$ cat config.mk
export PLATFORM = sky130hd
export DESIGN_NAME = lrr_loader
export DESIGN_NICKNAME = d
export VERILOG_FILES = /design/src/common/lrr_pkg.sv /design/src/design/lrr_loader.sv
export SDC_FILE = /design/constraint.sdc
export NUM_CORES = 1
export LEC_CHECK = 0
export ABC_AREA = 1
export BUFFER_PORTS_ARGS = -buffer_cell sky130_fd_sc_hd__buf_2
export CAP_MARGIN = 10
export CORE_MARGIN = 10
export CORE_UTILIZATION = 60
export CTS_BUF_LIST = sky130_fd_sc_hd__clkbuf_16
export DETAILED_ROUTE_END_ITERATION = 8
export GPL_TIMING_DRIVEN = 0
export PLACE_DENSITY = 0.81
export SYNTH_ARGS = -nofsm -noshare
export SYNTH_HDL_FRONTEND = slang
export SYNTH_SLANG_ARGS = --single-unit
$ cat constraint.sdc
create_clock -name REF_CLK -period 5.7 [get_ports REF_CLK]
set_input_delay 0.57 -clock REF_CLK [delete_from_list [all_inputs] [get_ports REF_CLK]]
set_output_delay 0.57 -clock REF_CLK [all_outputs]
set_load 0.005 [all_outputs]
$ cat src/common/lrr_pkg.sv
`default_nettype none
package lrr_pkg;
	localparam logic [7:0] LRR_CMD_RUN     = 8'h22;
	localparam logic [7:0] LRR_CMD_RESET   = 8'h25;
	localparam logic [7:0] LRR_ACK         = 8'hCC;
	localparam logic [7:0] LRR_NAK         = 8'h33;
	localparam logic [7:0] LRR_ZERO        = 8'h00;
	localparam logic [7:0] LRR_LEN_RUN     = 8'h07;
	localparam logic [7:0] LRR_LEN_RESET   = 8'h03;
	localparam logic [7:0] LRR_LEN_MIN     = 8'h03;
	localparam logic [7:0] LRR_HDR_BYTES   = 8'h02;
	localparam logic [7:0] LRR_ONE         = 8'h01;
	localparam logic [7:0] LRR_CMD_POS     = 8'h02;
	localparam logic [31:0] LRR_ADDR_RESET = 32'h0000_0000;
	typedef enum logic [2:0] {
		LRR_IDLE,
		LRR_SUM,
		LRR_BODY,
		LRR_REPLY,
		LRR_ACT
	} lrr_state_t;
endpackage
`default_nettype wire

$ cat src/design/lrr_loader.sv
// Notes on behaviour
// - run code 0x22, address MSB first
// - acknowledge run before branching
// - reset code 0x25 triggers full reset
// - acknowledge reset before starting reset
// - reset restarts device, reloading stack
// - first byte is total packet length
// - checksum is sum of payload only
// - reply 0xCC on success, 0x33 failure
// - leading zero bytes are ignored
`timescale 1ns/100ps
`default_nettype none
module lrr_loader
	import lrr_pkg::*;
(
	input  wire logic        REF_CLK,
	input  wire logic        SYS_RST,
	input  wire logic [7:0]  RX_BYTE,
	input  wire logic        RX_VALID,
	output logic             TX_VALID,
	output logic [7:0]       TX_BYTE,
	input  wire logic        TX_READY,
	output logic             RUN_GO,
	output logic [31:0]      RUN_ADDR,
	output logic             RESET_GO,
	output logic             PKT_OTHER
);
	lrr_state_t  state, next_state;
	logic [7:0]  packet_length_byte, next_packet_length_byte;
	logic [7:0]  payload_sum_byte, next_payload_sum_byte;
	logic [7:0]  sum, next_sum;
	logic [7:0]  cnt, next_cnt;
	logic [7:0]  cmd, next_cmd;
	logic [31:0] addr, next_addr;
	logic [7:0]  reply, next_reply;
	logic        go_run, next_go_run;
	logic        go_rst, next_go_rst;
	logic        other, next_other;

	function automatic logic [7:0] lrr_add(input logic [7:0] a, input logic [7:0] b);
		lrr_add = 8'(a + b);
	endfunction

	// the frame is judged only once complete, so a bad length still drains its bytes
	function automatic logic frame_ok(input logic [7:0] c, input logic [7:0] l,
		input logic [7:0] s, input logic [7:0] p);
		logic len_ok;
		len_ok = (c == LRR_CMD_RUN) ? (l == LRR_LEN_RUN) :
			(c == LRR_CMD_RESET) ? (l == LRR_LEN_RESET) : 1'b1;
		frame_ok = len_ok && (s == p);
	endfunction

	// on a three-byte packet the command byte is also the last one, so take it from the bus
	function automatic logic [7:0] cmd_of(input logic [7:0] c, input logic [7:0] held,
		input logic [7:0] b);
		cmd_of = (c == LRR_CMD_POS) ? b : held;
	endfunction

	always_comb begin
		next_state = state;
		next_packet_length_byte = packet_length_byte;
		next_payload_sum_byte = payload_sum_byte;
		next_sum = sum;
		next_cnt = cnt;
		next_cmd = cmd;
		next_addr = addr;
		next_reply = reply;
		next_go_run = 1'b0;
		next_go_rst = 1'b0;
		next_other = 1'b0;
		case (state)
			LRR_IDLE: begin
				if (RX_VALID && RX_BYTE != LRR_ZERO) begin
					next_packet_length_byte = RX_BYTE;
					next_sum = LRR_ZERO;
					next_cnt = LRR_HDR_BYTES;
					next_state = LRR_SUM;
				end
			end
			LRR_SUM: begin
				if (RX_VALID) begin
					next_payload_sum_byte = RX_BYTE;
					// lengths below three carry no command and are refused at once
					if (packet_length_byte < LRR_LEN_MIN) begin
						next_reply = LRR_NAK;
						next_state = LRR_REPLY;
					end else begin
						next_state = LRR_BODY;
					end
				end
			end
			LRR_BODY: begin
				if (RX_VALID) begin
					next_sum = lrr_add(sum, RX_BYTE);
					next_cnt = lrr_add(cnt, LRR_ONE);
					if (cnt == LRR_CMD_POS) begin
						next_cmd = RX_BYTE;
					end else begin
						next_addr = {addr[23:0], RX_BYTE};
					end
					if (lrr_add(cnt, LRR_ONE) == packet_length_byte) begin
						if (frame_ok(cmd_of(cnt, cmd, RX_BYTE), packet_length_byte,
							payload_sum_byte, lrr_add(sum, RX_BYTE))) begin
							next_reply = LRR_ACK;
						end else begin
							next_reply = LRR_NAK;
						end
						next_state = LRR_REPLY;
					end
				end
			end
			LRR_REPLY: begin
				if (TX_READY) begin
					// the reply byte leaves before any branch or reset is raised
					next_state = (reply == LRR_ACK) ? LRR_ACT : LRR_IDLE;
				end
			end
			LRR_ACT: begin
				next_go_run = (cmd == LRR_CMD_RUN);
				next_go_rst = (cmd == LRR_CMD_RESET);
				next_other = (cmd != LRR_CMD_RUN) && (cmd != LRR_CMD_RESET);
				next_state = LRR_IDLE;
			end
			default: next_state = LRR_IDLE;
		endcase
	end

	always_ff @(posedge REF_CLK) begin
		if (SYS_RST) begin
			state <= LRR_IDLE;
			packet_length_byte <= LRR_ZERO;
			payload_sum_byte <= LRR_ZERO;
			sum <= LRR_ZERO;
			cnt <= LRR_ZERO;
			cmd <= LRR_ZERO;
			addr <= LRR_ADDR_RESET;
			reply <= LRR_ZERO;
			go_run <= 1'b0;
			go_rst <= 1'b0;
			other <= 1'b0;
		end else begin
			state <= next_state;
			packet_length_byte <= next_packet_length_byte;
			payload_sum_byte <= next_payload_sum_byte;
			sum <= next_sum;
			cnt <= next_cnt;
			cmd <= next_cmd;
			addr <= next_addr;
			reply <= next_reply;
			go_run <= next_go_run;
			go_rst <= next_go_rst;
			other <= next_other;
		end
	end

	assign TX_VALID = (state == LRR_REPLY);
	assign TX_BYTE = reply;
	assign RUN_GO = go_run;
	assign RUN_ADDR = addr;
	assign RESET_GO = go_rst;
	assign PKT_OTHER = other;

	a_run_after_ack: assert property (@(posedge REF_CLK) disable iff (SYS_RST)
		RUN_GO |-> $past(TX_VALID && TX_READY && TX_BYTE == LRR_ACK, 2))
		else $error("run without preceding ack");
	a_reset_after_ack: assert property (@(posedge REF_CLK) disable iff (SYS_RST)
		RESET_GO |-> $past(TX_VALID && TX_READY && TX_BYTE == LRR_ACK, 2))
		else $error("reset without preceding ack");
	a_reset_code: assert property (@(posedge REF_CLK) disable iff (SYS_RST)
		RESET_GO |-> $past(cmd) == LRR_CMD_RESET
		&& $past(packet_length_byte) == LRR_LEN_RESET)
		else $error("reset on wrong packet");
	a_run_frame: assert property (@(posedge REF_CLK) disable iff (SYS_RST)
		RUN_GO |-> $past(packet_length_byte) == LRR_LEN_RUN && $past(cmd) == LRR_CMD_RUN)
		else $error("run on wrong frame");
	a_nak_no_act: assert property (@(posedge REF_CLK) disable iff (SYS_RST)
		(TX_VALID && TX_READY && TX_BYTE == LRR_NAK)
		|-> ##1 !RUN_GO ##1 !RUN_GO && !RESET_GO && !PKT_OTHER)
		else $error("action after nak");
	a_zero_ignored: assert property (@(posedge REF_CLK) disable iff (SYS_RST)
		(state == LRR_IDLE && RX_VALID && RX_BYTE == LRR_ZERO) |=> state == LRR_IDLE)
		else $error("zero byte started packet");
	a_reply_codes: assert property (@(posedge REF_CLK) disable iff (SYS_RST)
		TX_VALID |-> (TX_BYTE == LRR_ACK || TX_BYTE == LRR_NAK))
		else $error("bad reply byte");
	a_ack_sum: assert property (@(posedge REF_CLK) disable iff (SYS_RST)
		($rose(TX_VALID) && TX_BYTE == LRR_ACK) |-> sum == payload_sum_byte)
		else $error("ack with bad sum");
	a_addr_order: assert property (@(posedge REF_CLK) disable iff (SYS_RST)
		(state == LRR_BODY && RX_VALID && cnt > LRR_CMD_POS) |=> addr[7:0] == $past(RX_BYTE)
		&& addr[15:8] == $past(addr[7:0]))
		else $error("address not shifted msb first");
	// the reply must stand unchanged until the host takes it
	a_tx_hold: assert property (@(posedge REF_CLK) disable iff (SYS_RST)
		(TX_VALID && !TX_READY) |=> TX_VALID && $stable(TX_BYTE))
		else $error("reply dropped before taken");
	a_ack_then_act: assert property (@(posedge REF_CLK) disable iff (SYS_RST)
		(TX_VALID && TX_READY && TX_BYTE == LRR_ACK) |=> state == LRR_ACT)
		else $error("ack not followed by action step");
	a_run_single: assert property (@(posedge REF_CLK) disable iff (SYS_RST)
		RUN_GO |=> !RUN_GO)
		else $error("run pulse longer than one cycle");
	a_reset_single: assert property (@(posedge REF_CLK) disable iff (SYS_RST)
		RESET_GO |=> !RESET_GO && !RUN_GO)
		else $error("reset pulse longer than one cycle");
	a_other_after_ack: assert property (@(posedge REF_CLK) disable iff (SYS_RST)
		PKT_OTHER |-> $past(TX_VALID && TX_READY && TX_BYTE == LRR_ACK, 2))
		else $error("other command flagged without ack");
	a_short_nak: assert property (@(posedge REF_CLK) disable iff (SYS_RST)
		(state == LRR_SUM && RX_VALID && packet_length_byte < LRR_LEN_MIN)
		|=> TX_VALID && TX_BYTE == LRR_NAK)
		else $error("short packet not refused");
	a_length_first: assert property (@(posedge REF_CLK) disable iff (SYS_RST)
		(state == LRR_IDLE && RX_VALID && RX_BYTE != LRR_ZERO)
		|=> state == LRR_SUM && packet_length_byte == $past(RX_BYTE))
		else $error("first byte not taken as length");
	a_cmd_capture: assert property (@(posedge REF_CLK) disable iff (SYS_RST)
		(state == LRR_BODY && RX_VALID && cnt == LRR_CMD_POS) |=> cmd == $past(RX_BYTE))
		else $error("command byte not captured");
	a_ack_run_length: assert property (@(posedge REF_CLK) disable iff (SYS_RST)
		($rose(TX_VALID) && TX_BYTE == LRR_ACK && cmd == LRR_CMD_RUN)
		|-> packet_length_byte == LRR_LEN_RUN)
		else $error("run acked with wrong length");
endmodule
`default_nettype wire

==> results.cfg, run 1 <==
[status]
status = completed

[detailed_routing]
drcViolationCount = 0
wl_per_cell_microns = 14.8
first_pass_iters = 5
drtAntennaViolNets = 0
routed_wirelength_mm = 11.4
viasPerCell = 5.57
drt_iter0_markers = 333
num_vias = 4298

[synthesis]
seq_area_frac_synth_pct = 38.9
synth_top_area_cell = dfxtp_1
syn_area_sq_um = 4120
yosys_warnings = 0
synth_cell_types = 36
synth.area.top_cells = dfxtp_1, nand2_1, nor2_1
synth_compound_area_share_pct = 14.0
synth-simple-area-share_pct = 32.7
async_flop_share_pct = 0
synth.top_cell.area_share_pct = 38.9
muxShareOfSynthArea_pct = 0
synthesis.instances = 621
synth-seq-cells = 80
synth_fa_ha_area_share_pct = 3.22
synth_nets = 643
ys.flop_type = dfxtp_1
synth_edf_count = 0
synth-xor-area-share_pct = 0.426
syn_area_per_cell_sq_um = 6.63
synth_top_family_by_area = simple AND/OR/NAND/NOR gates

[pwr]
powerDensity_nw_per_um2 = 430
p_seq_share_pct = 36.3
clock_power_share_pct = 31.2
p_switching_w = 0.000769
leakage_nw = 2.44
switching_share_pct = 37.1
ir_drop_v = 0.000246
p_int_w = 0.00131
p_total_w = 0.00208
pwr-share-comb_pct = 32.5

[final_layout]
nNetsFinal = 709
register_area_sq_um = 1600
layout_commonest_cell = nand2_1
num_antenna_cells = 0
drive_above_1_share_pct = 15.3
stdcell_count = 772
final_cell_mix = nand2_1, nor2_1, dfxtp_1
multi_input_area_sq_um = 2070
area_delta_synth_final_pct = 17.2
fillers = 576

[critical_path]
worstPathCellList = buf_2 -> ha_1 -> fa_1 -> nand2_1 -> nand2_1 -> nand2_1 -> nand2_1 -> nor2_1 -> nand2_1 -> nor2_1 -> nand2_1 -> nor2_1 -> nand3_2 -> nand2_2 -> a21oi_2
cpMostUsedCell = nand2_1
critPathCaptureType = register
cp-start-kind = primary input
slowest_delay_ns = 0.45
crit_slowest_cell = fa_1
path_max_fanout = 5
critical_path_required_ns = 5.90
crit_arrival_ns = 2.47
worstSetupPathType = in -> reg

[timing]
max_freq_ghz = 0.441
rsz0062_at_grt = false
worst_pin_slew_ns = 0.643
slew_viol_final = 0
period_needed_ns = 2.27
setup_viol = 0
setup_slack_ns = 3.43
period_share_pct = 39.8
tns_ns = 0
maxSlewHeadroom_pct = 57.1
finalHoldViolations = 0
skew_ns = 0.0102
whs_ns = 0.469

[clock_network]
cts.clk_slew.worst_paths_ns = 0.06
cts_setup_buffers = 0
cts_tree = built
cts.sinks = 80
cts_resized = 0
clk_path_buf_depth = 2
cts_max_level = 3
root_buffer = clkbuf_16
cts_made_buffers = 9
hold_buffers = 0
clock_latency_ns = 0.35

[floorplan]
dieArea_sq_um = 10600
start_util_pct = 61.2
num_rows = 30
die_w_microns = 103
io_pins = 56
die_h_microns = 103
core_sq_um = 6720

[global_routing]
grt_pass1_vias = 3872
grt_pass1_wl_mm = 18.4
antenna_found_initial = 0
grt_overflow = 0
grt_max_degree = 17
grt_use_total_pct = 21.9

[place]
dp_cells = 756
dpl.hpwl_mm = 8.35
port_buffers = 55
place_congestion = 0.937
pre_cts_slack_ns = 3.09

[worst_hold_path]
hp-class = reg -> reg

[job]
maxCapViolCount = 0
## state kept, by name (all words and copies together) (netlist names), 2 cells and up
| register | cells |
|---|---|
| RUN_ADDR | 32 |
| TX_BYTE | 2 |
| cmd | 8 |
| cnt | 8 |
| packet_length_byte | 8 |
| payload_sum_byte | 8 |
| state | 3 |
| sum | 8 |
## logic make-up after synthesis
logic type	after synthesis
flops	80
xor+xnor	2
compound gates	111
simple gates	310
buf+inv	108
fa+ha+maj	10
## stage by stage
| step | util [%] | cell area, sq um |
|---|---|---|
| 6_report | 71.8 | 4820 |
| 5_1_grt | 71.8 | 4820 |
| 4_1_cts | 71.8 | 4820 |
| 3_5_place_dp | 66.8 | 4490 |
| 3_3_place_gp | 66.8 | 4490 |
| 2_1_floorplan | - | 4120 |
## power by group through the flow
| stage | Clock, W | Sequential, W | Combinational, W |
|---|---|---|---|
| after global placement | 0 | 0.000757 | 0.000641 |
| after CTS | 0.000646 | 0.000751 | 0.000667 |
| final | 0.000647 | 0.000753 | 0.000674 |
| after detailed placement | 0 | 0.000760 | 0.000657 |
| after floorplan | 0 | 0.000748 | 0.000459 |
| after global routing | 0.000673 | 0.000767 | 0.000761 |
## worst max-delay path, delay by kind of cell
family | cells | cell delay [ns]
compound gates | 1 | 0.05
buf+inv | 1 | 0.15
simple gates | 11 | 1.00
fa+ha+maj | 2 | 0.69
## Yosys cell counts, types with 2 or more instances
master / number
a21oi_1: 45
buf_1: 2
buf_2: 4
buf_4: 6
clkbuf_1: 11
dfxtp_1: 80
ha_1: 9
inv_1: 75
inv_2: 7
nand2_1: 143
nand2_2: 4
nand3_1: 55
nand3b_1: 4
nand4_1: 3
nor2_1: 83
nor2_2: 4
nor2_4: 3
nor3_1: 3
nor4_1: 4
o211ai_1: 4
o21ai_0: 55
o21ai_1: 2
xnor2_1: 2
## path summary, 6_finish.rpt
check             cells past startpoint        from  slack, ns    endpoint
setup / recovery                     15  RX_BYTE[0]       3.43  TX_BYTE[5]
hold / removal                        2      sum[3]       0.47      sum[3]
setup reg to reg                     14      sum[0]       3.52  TX_BYTE[5]
hold reg to reg                       2      sum[3]       0.47      sum[3]
## layer usage
metal / wire [microns] / GRT usage (%)
met1: 4750 / 26.8
met2: 5480 / 37.0
met3: 897 / 4.42
met4: 278 / 8.34
met5: 0 / 0
## final cells by class
class | count | share of cell area (%)
repair buffers | 55 | 5.71
clock inverters | 7 | 2.21
multi-input cells | 433 | 43.0
flip-flops and latches | 80 | 33.2
plain buffers | 25 | 2.70
well taps | 80 | 2.08
inverters | 83 | 6.46
clock buffers | 9 | 4.67
(Power assumes the default switching activity.)
==> run 2, diff against run 1 <==
--- a/config.mk
+++ b/config.mk
@@ -9,11 +9,11 @@
 export BUFFER_PORTS_ARGS = -buffer_cell sky130_fd_sc_hd__buf_2
 export CAP_MARGIN = 10
 export CORE_MARGIN = 10
-export CORE_UTILIZATION = 60
+export CORE_UTILIZATION = 52
 export CTS_BUF_LIST = sky130_fd_sc_hd__clkbuf_16
 export DETAILED_ROUTE_END_ITERATION = 8
 export GPL_TIMING_DRIVEN = 0
-export PLACE_DENSITY = 0.81
+export PLACE_DENSITY = 0.74
 export SYNTH_ARGS = -nofsm -noshare
 export SYNTH_HDL_FRONTEND = slang
 export SYNTH_SLANG_ARGS = --single-unit
==> constraint.sdc (replaced) <==
create_clock -name REF_CLK -period 1.95 [get_ports REF_CLK]
set_input_delay 0.195 -clock REF_CLK [delete_from_list [all_inputs] [get_ports REF_CLK]]
set_output_delay 0.195 -clock REF_CLK [all_outputs]
set_load 0.005 [all_outputs]
==> results.cfg, run 2 (synthesis results as in run 1) <==
[clock_network]
cts.clk_slew.worst_paths_ns = 0.06
cts_max_level = 3
cts.sinks = 80
cts_tree = built
clock_latency_ns = 0.34
root_buffer = clkbuf_16
cts_made_buffers = 9
clk_path_buf_depth = 2

[critical_path]
path_max_fanout = 2
r2r_slack_ns = -0.09
worst-r2r-cell-count = 12
r2r-end = TX_BYTE[5]
worstPathCellList = ha_4 -> fa_2 -> xnor2_1 -> nand3_1 -> nor2_1 -> nand2_1 -> nor2_1 -> nand2_1 -> nor2_2 -> nand3_2 -> nand2_2 -> a21oi_2
slowest_delay_ns = 0.55
worstSetupPathType = reg -> reg
crit_slowest_cell = fa_2
rr_startpoint = sum[0]
cp-start-kind = register
crit_arrival_ns = 2.24
critPathCaptureType = register
critical_path_required_ns = 2.15

[timing]
period_share_pct = 104
skew_ns = 0.00595
slew_viol_final = 0
setup_viol = 2
period_needed_ns = 2.04
max_freq_ghz = 0.491
rsz0062_at_grt = true
tns_ns = -0.143
finalHoldViolations = 0
worst_pin_slew_ns = 0.626
maxSlewHeadroom_pct = 58.2
setup_slack_ns = -0.0869

[floorplan]
core_sq_um = 7730
die_w_microns = 109
dieArea_sq_um = 11900
start_util_pct = 53.3
num_rows = 32
die_h_microns = 109
io_pins = 56

[final_layout]
nNetsFinal = 715
drive_above_1_share_pct = 17.6
largest_reg_flops = 32
layout_commonest_cell = nand2_1
area_delta_synth_final_pct = 20.2
fillers = 710
final_cell_mix = nand2_1, nor2_1, dfxtp_1
num_antenna_cells = 0

[place]
pre_cts_slack_ns = -0.218
dpl.hpwl_mm = 8.42
place_congestion = 0.982
port_buffers = 55

[pwr]
ir_drop_v = 0.000653
powerDensity_nw_per_um2 = 1240
leakage_nw = 2.49

[job]
maxCapViolCount = 0

[detailed_routing]
drtAntennaViolNets = 0
drt_iter0_markers = 215
first_pass_iters = 4
drcViolationCount = 0
num_vias = 4229
routed_wirelength_mm = 11.4
wl_per_cell_microns = 14.2
viasPerCell = 5.29

[global_routing]
grt_pass1_wl_mm = 18.9
grt_pass1_vias = 4039
antenna_found_initial = 0
grt_max_degree = 17
grt_use_total_pct = 19.5
grt_overflow = 0

[worst_hold_path]
holdPathStages = 3
hp-class = in -> reg
hold_start = RX_BYTE[7]
hold_path_end = payload_sum_byte[7]

[status]
status = finished with violations
failed_checks = setup timing
## run 2: cell types whose count changed in the layout (fill, tap and decap cells not counted), moves of 2 or more
| cell | delta |
|---|---|
| buf_2 | -2 |
| dfxtp_1 | -2 |
| clkbuf_4 | +2 |
| nor2_1 | -2 |
| buf_4 | +8 |
## run 2: what timing repair did
action / in CTS / in global routing
hold buffers: 0 / 0
buffers inserted: 3 / 3
resized for setup: 8 / 15
endpoints found under the setup margin: 9 / 44
pin swaps: 4 / 1
## run 2: worst max-delay path by stage
stage,slack [ns],from,cells after the start,to
finish,-0.09,sum[0],12,TX_BYTE[5]
global route,-0.23,sum[0],12,TX_BYTE[5]
CTS,-0.09,sum[0],12,TX_BYTE[5]
detailed placement,-0.22,RX_BYTE[0],13,TX_BYTE[5]
global placement,-0.21,RX_BYTE[0],13,TX_BYTE[5]
floorplan,0.08,sum[0],12,TX_BYTE[5]
## run 2: metrics by stage
stage / utilization, % / power [W] / cell area [sq um] / instances / hold WS, ns
after global routing: 64.0 / 0.00654 / 4950 / 800 / 0.227
final: 64.0 / 0.00614 / 4950 / 800 / 0.224
after floorplan: - / 0.00353 / 4120 / 621 / 0.330
after global placement: 58.5 / 0.00409 / 4520 / 778 / 0.454
after CTS: 63.4 / 0.00610 / 4900 / 797 / 0.214
after detailed placement: 58.5 / 0.00415 / 4520 / 778 / 0.460
## run 2: layout make-up
class	count	area (sq um)	share of cell area [%]
multi-input cells	433	2100	42.5
repair buffers	61	320	6.47
inverters	83	314	6.35
flip-flops and latches	80	1610	32.5
plain buffers	25	143	2.88
clock inverters	7	106	2.15
clock buffers	9	225	4.55
well taps	102	128	2.58
## run 2: worst max-delay path, delay by kind of cell, from the launching register on
kind	cells	cell delay (ns)
flops	1	0.33
fa+ha+maj	2	0.71
simple gates	8	0.69
xor+xnor	1	0.11
compound gates	1	0.05
## run 2: power by group
group	total, W	switching (W)	internal, W
Clock	0.00190	0.000750	0.00115
Combinational	0.00204	0.00125	0.000784
Sequential	0.00221	0.000257	0.00195
Total	0.00614	0.00226	0.00388
## run 2: routing by layer
layer	vias to the layer above	GRT usage [%]	part of all wire [%]
met3	23	3.66	6.3
met1	1938	23.3	44
met2	135	33.6	48
met4	0	7.63	1.8
met5	-	0	0
li1	2133	-	-
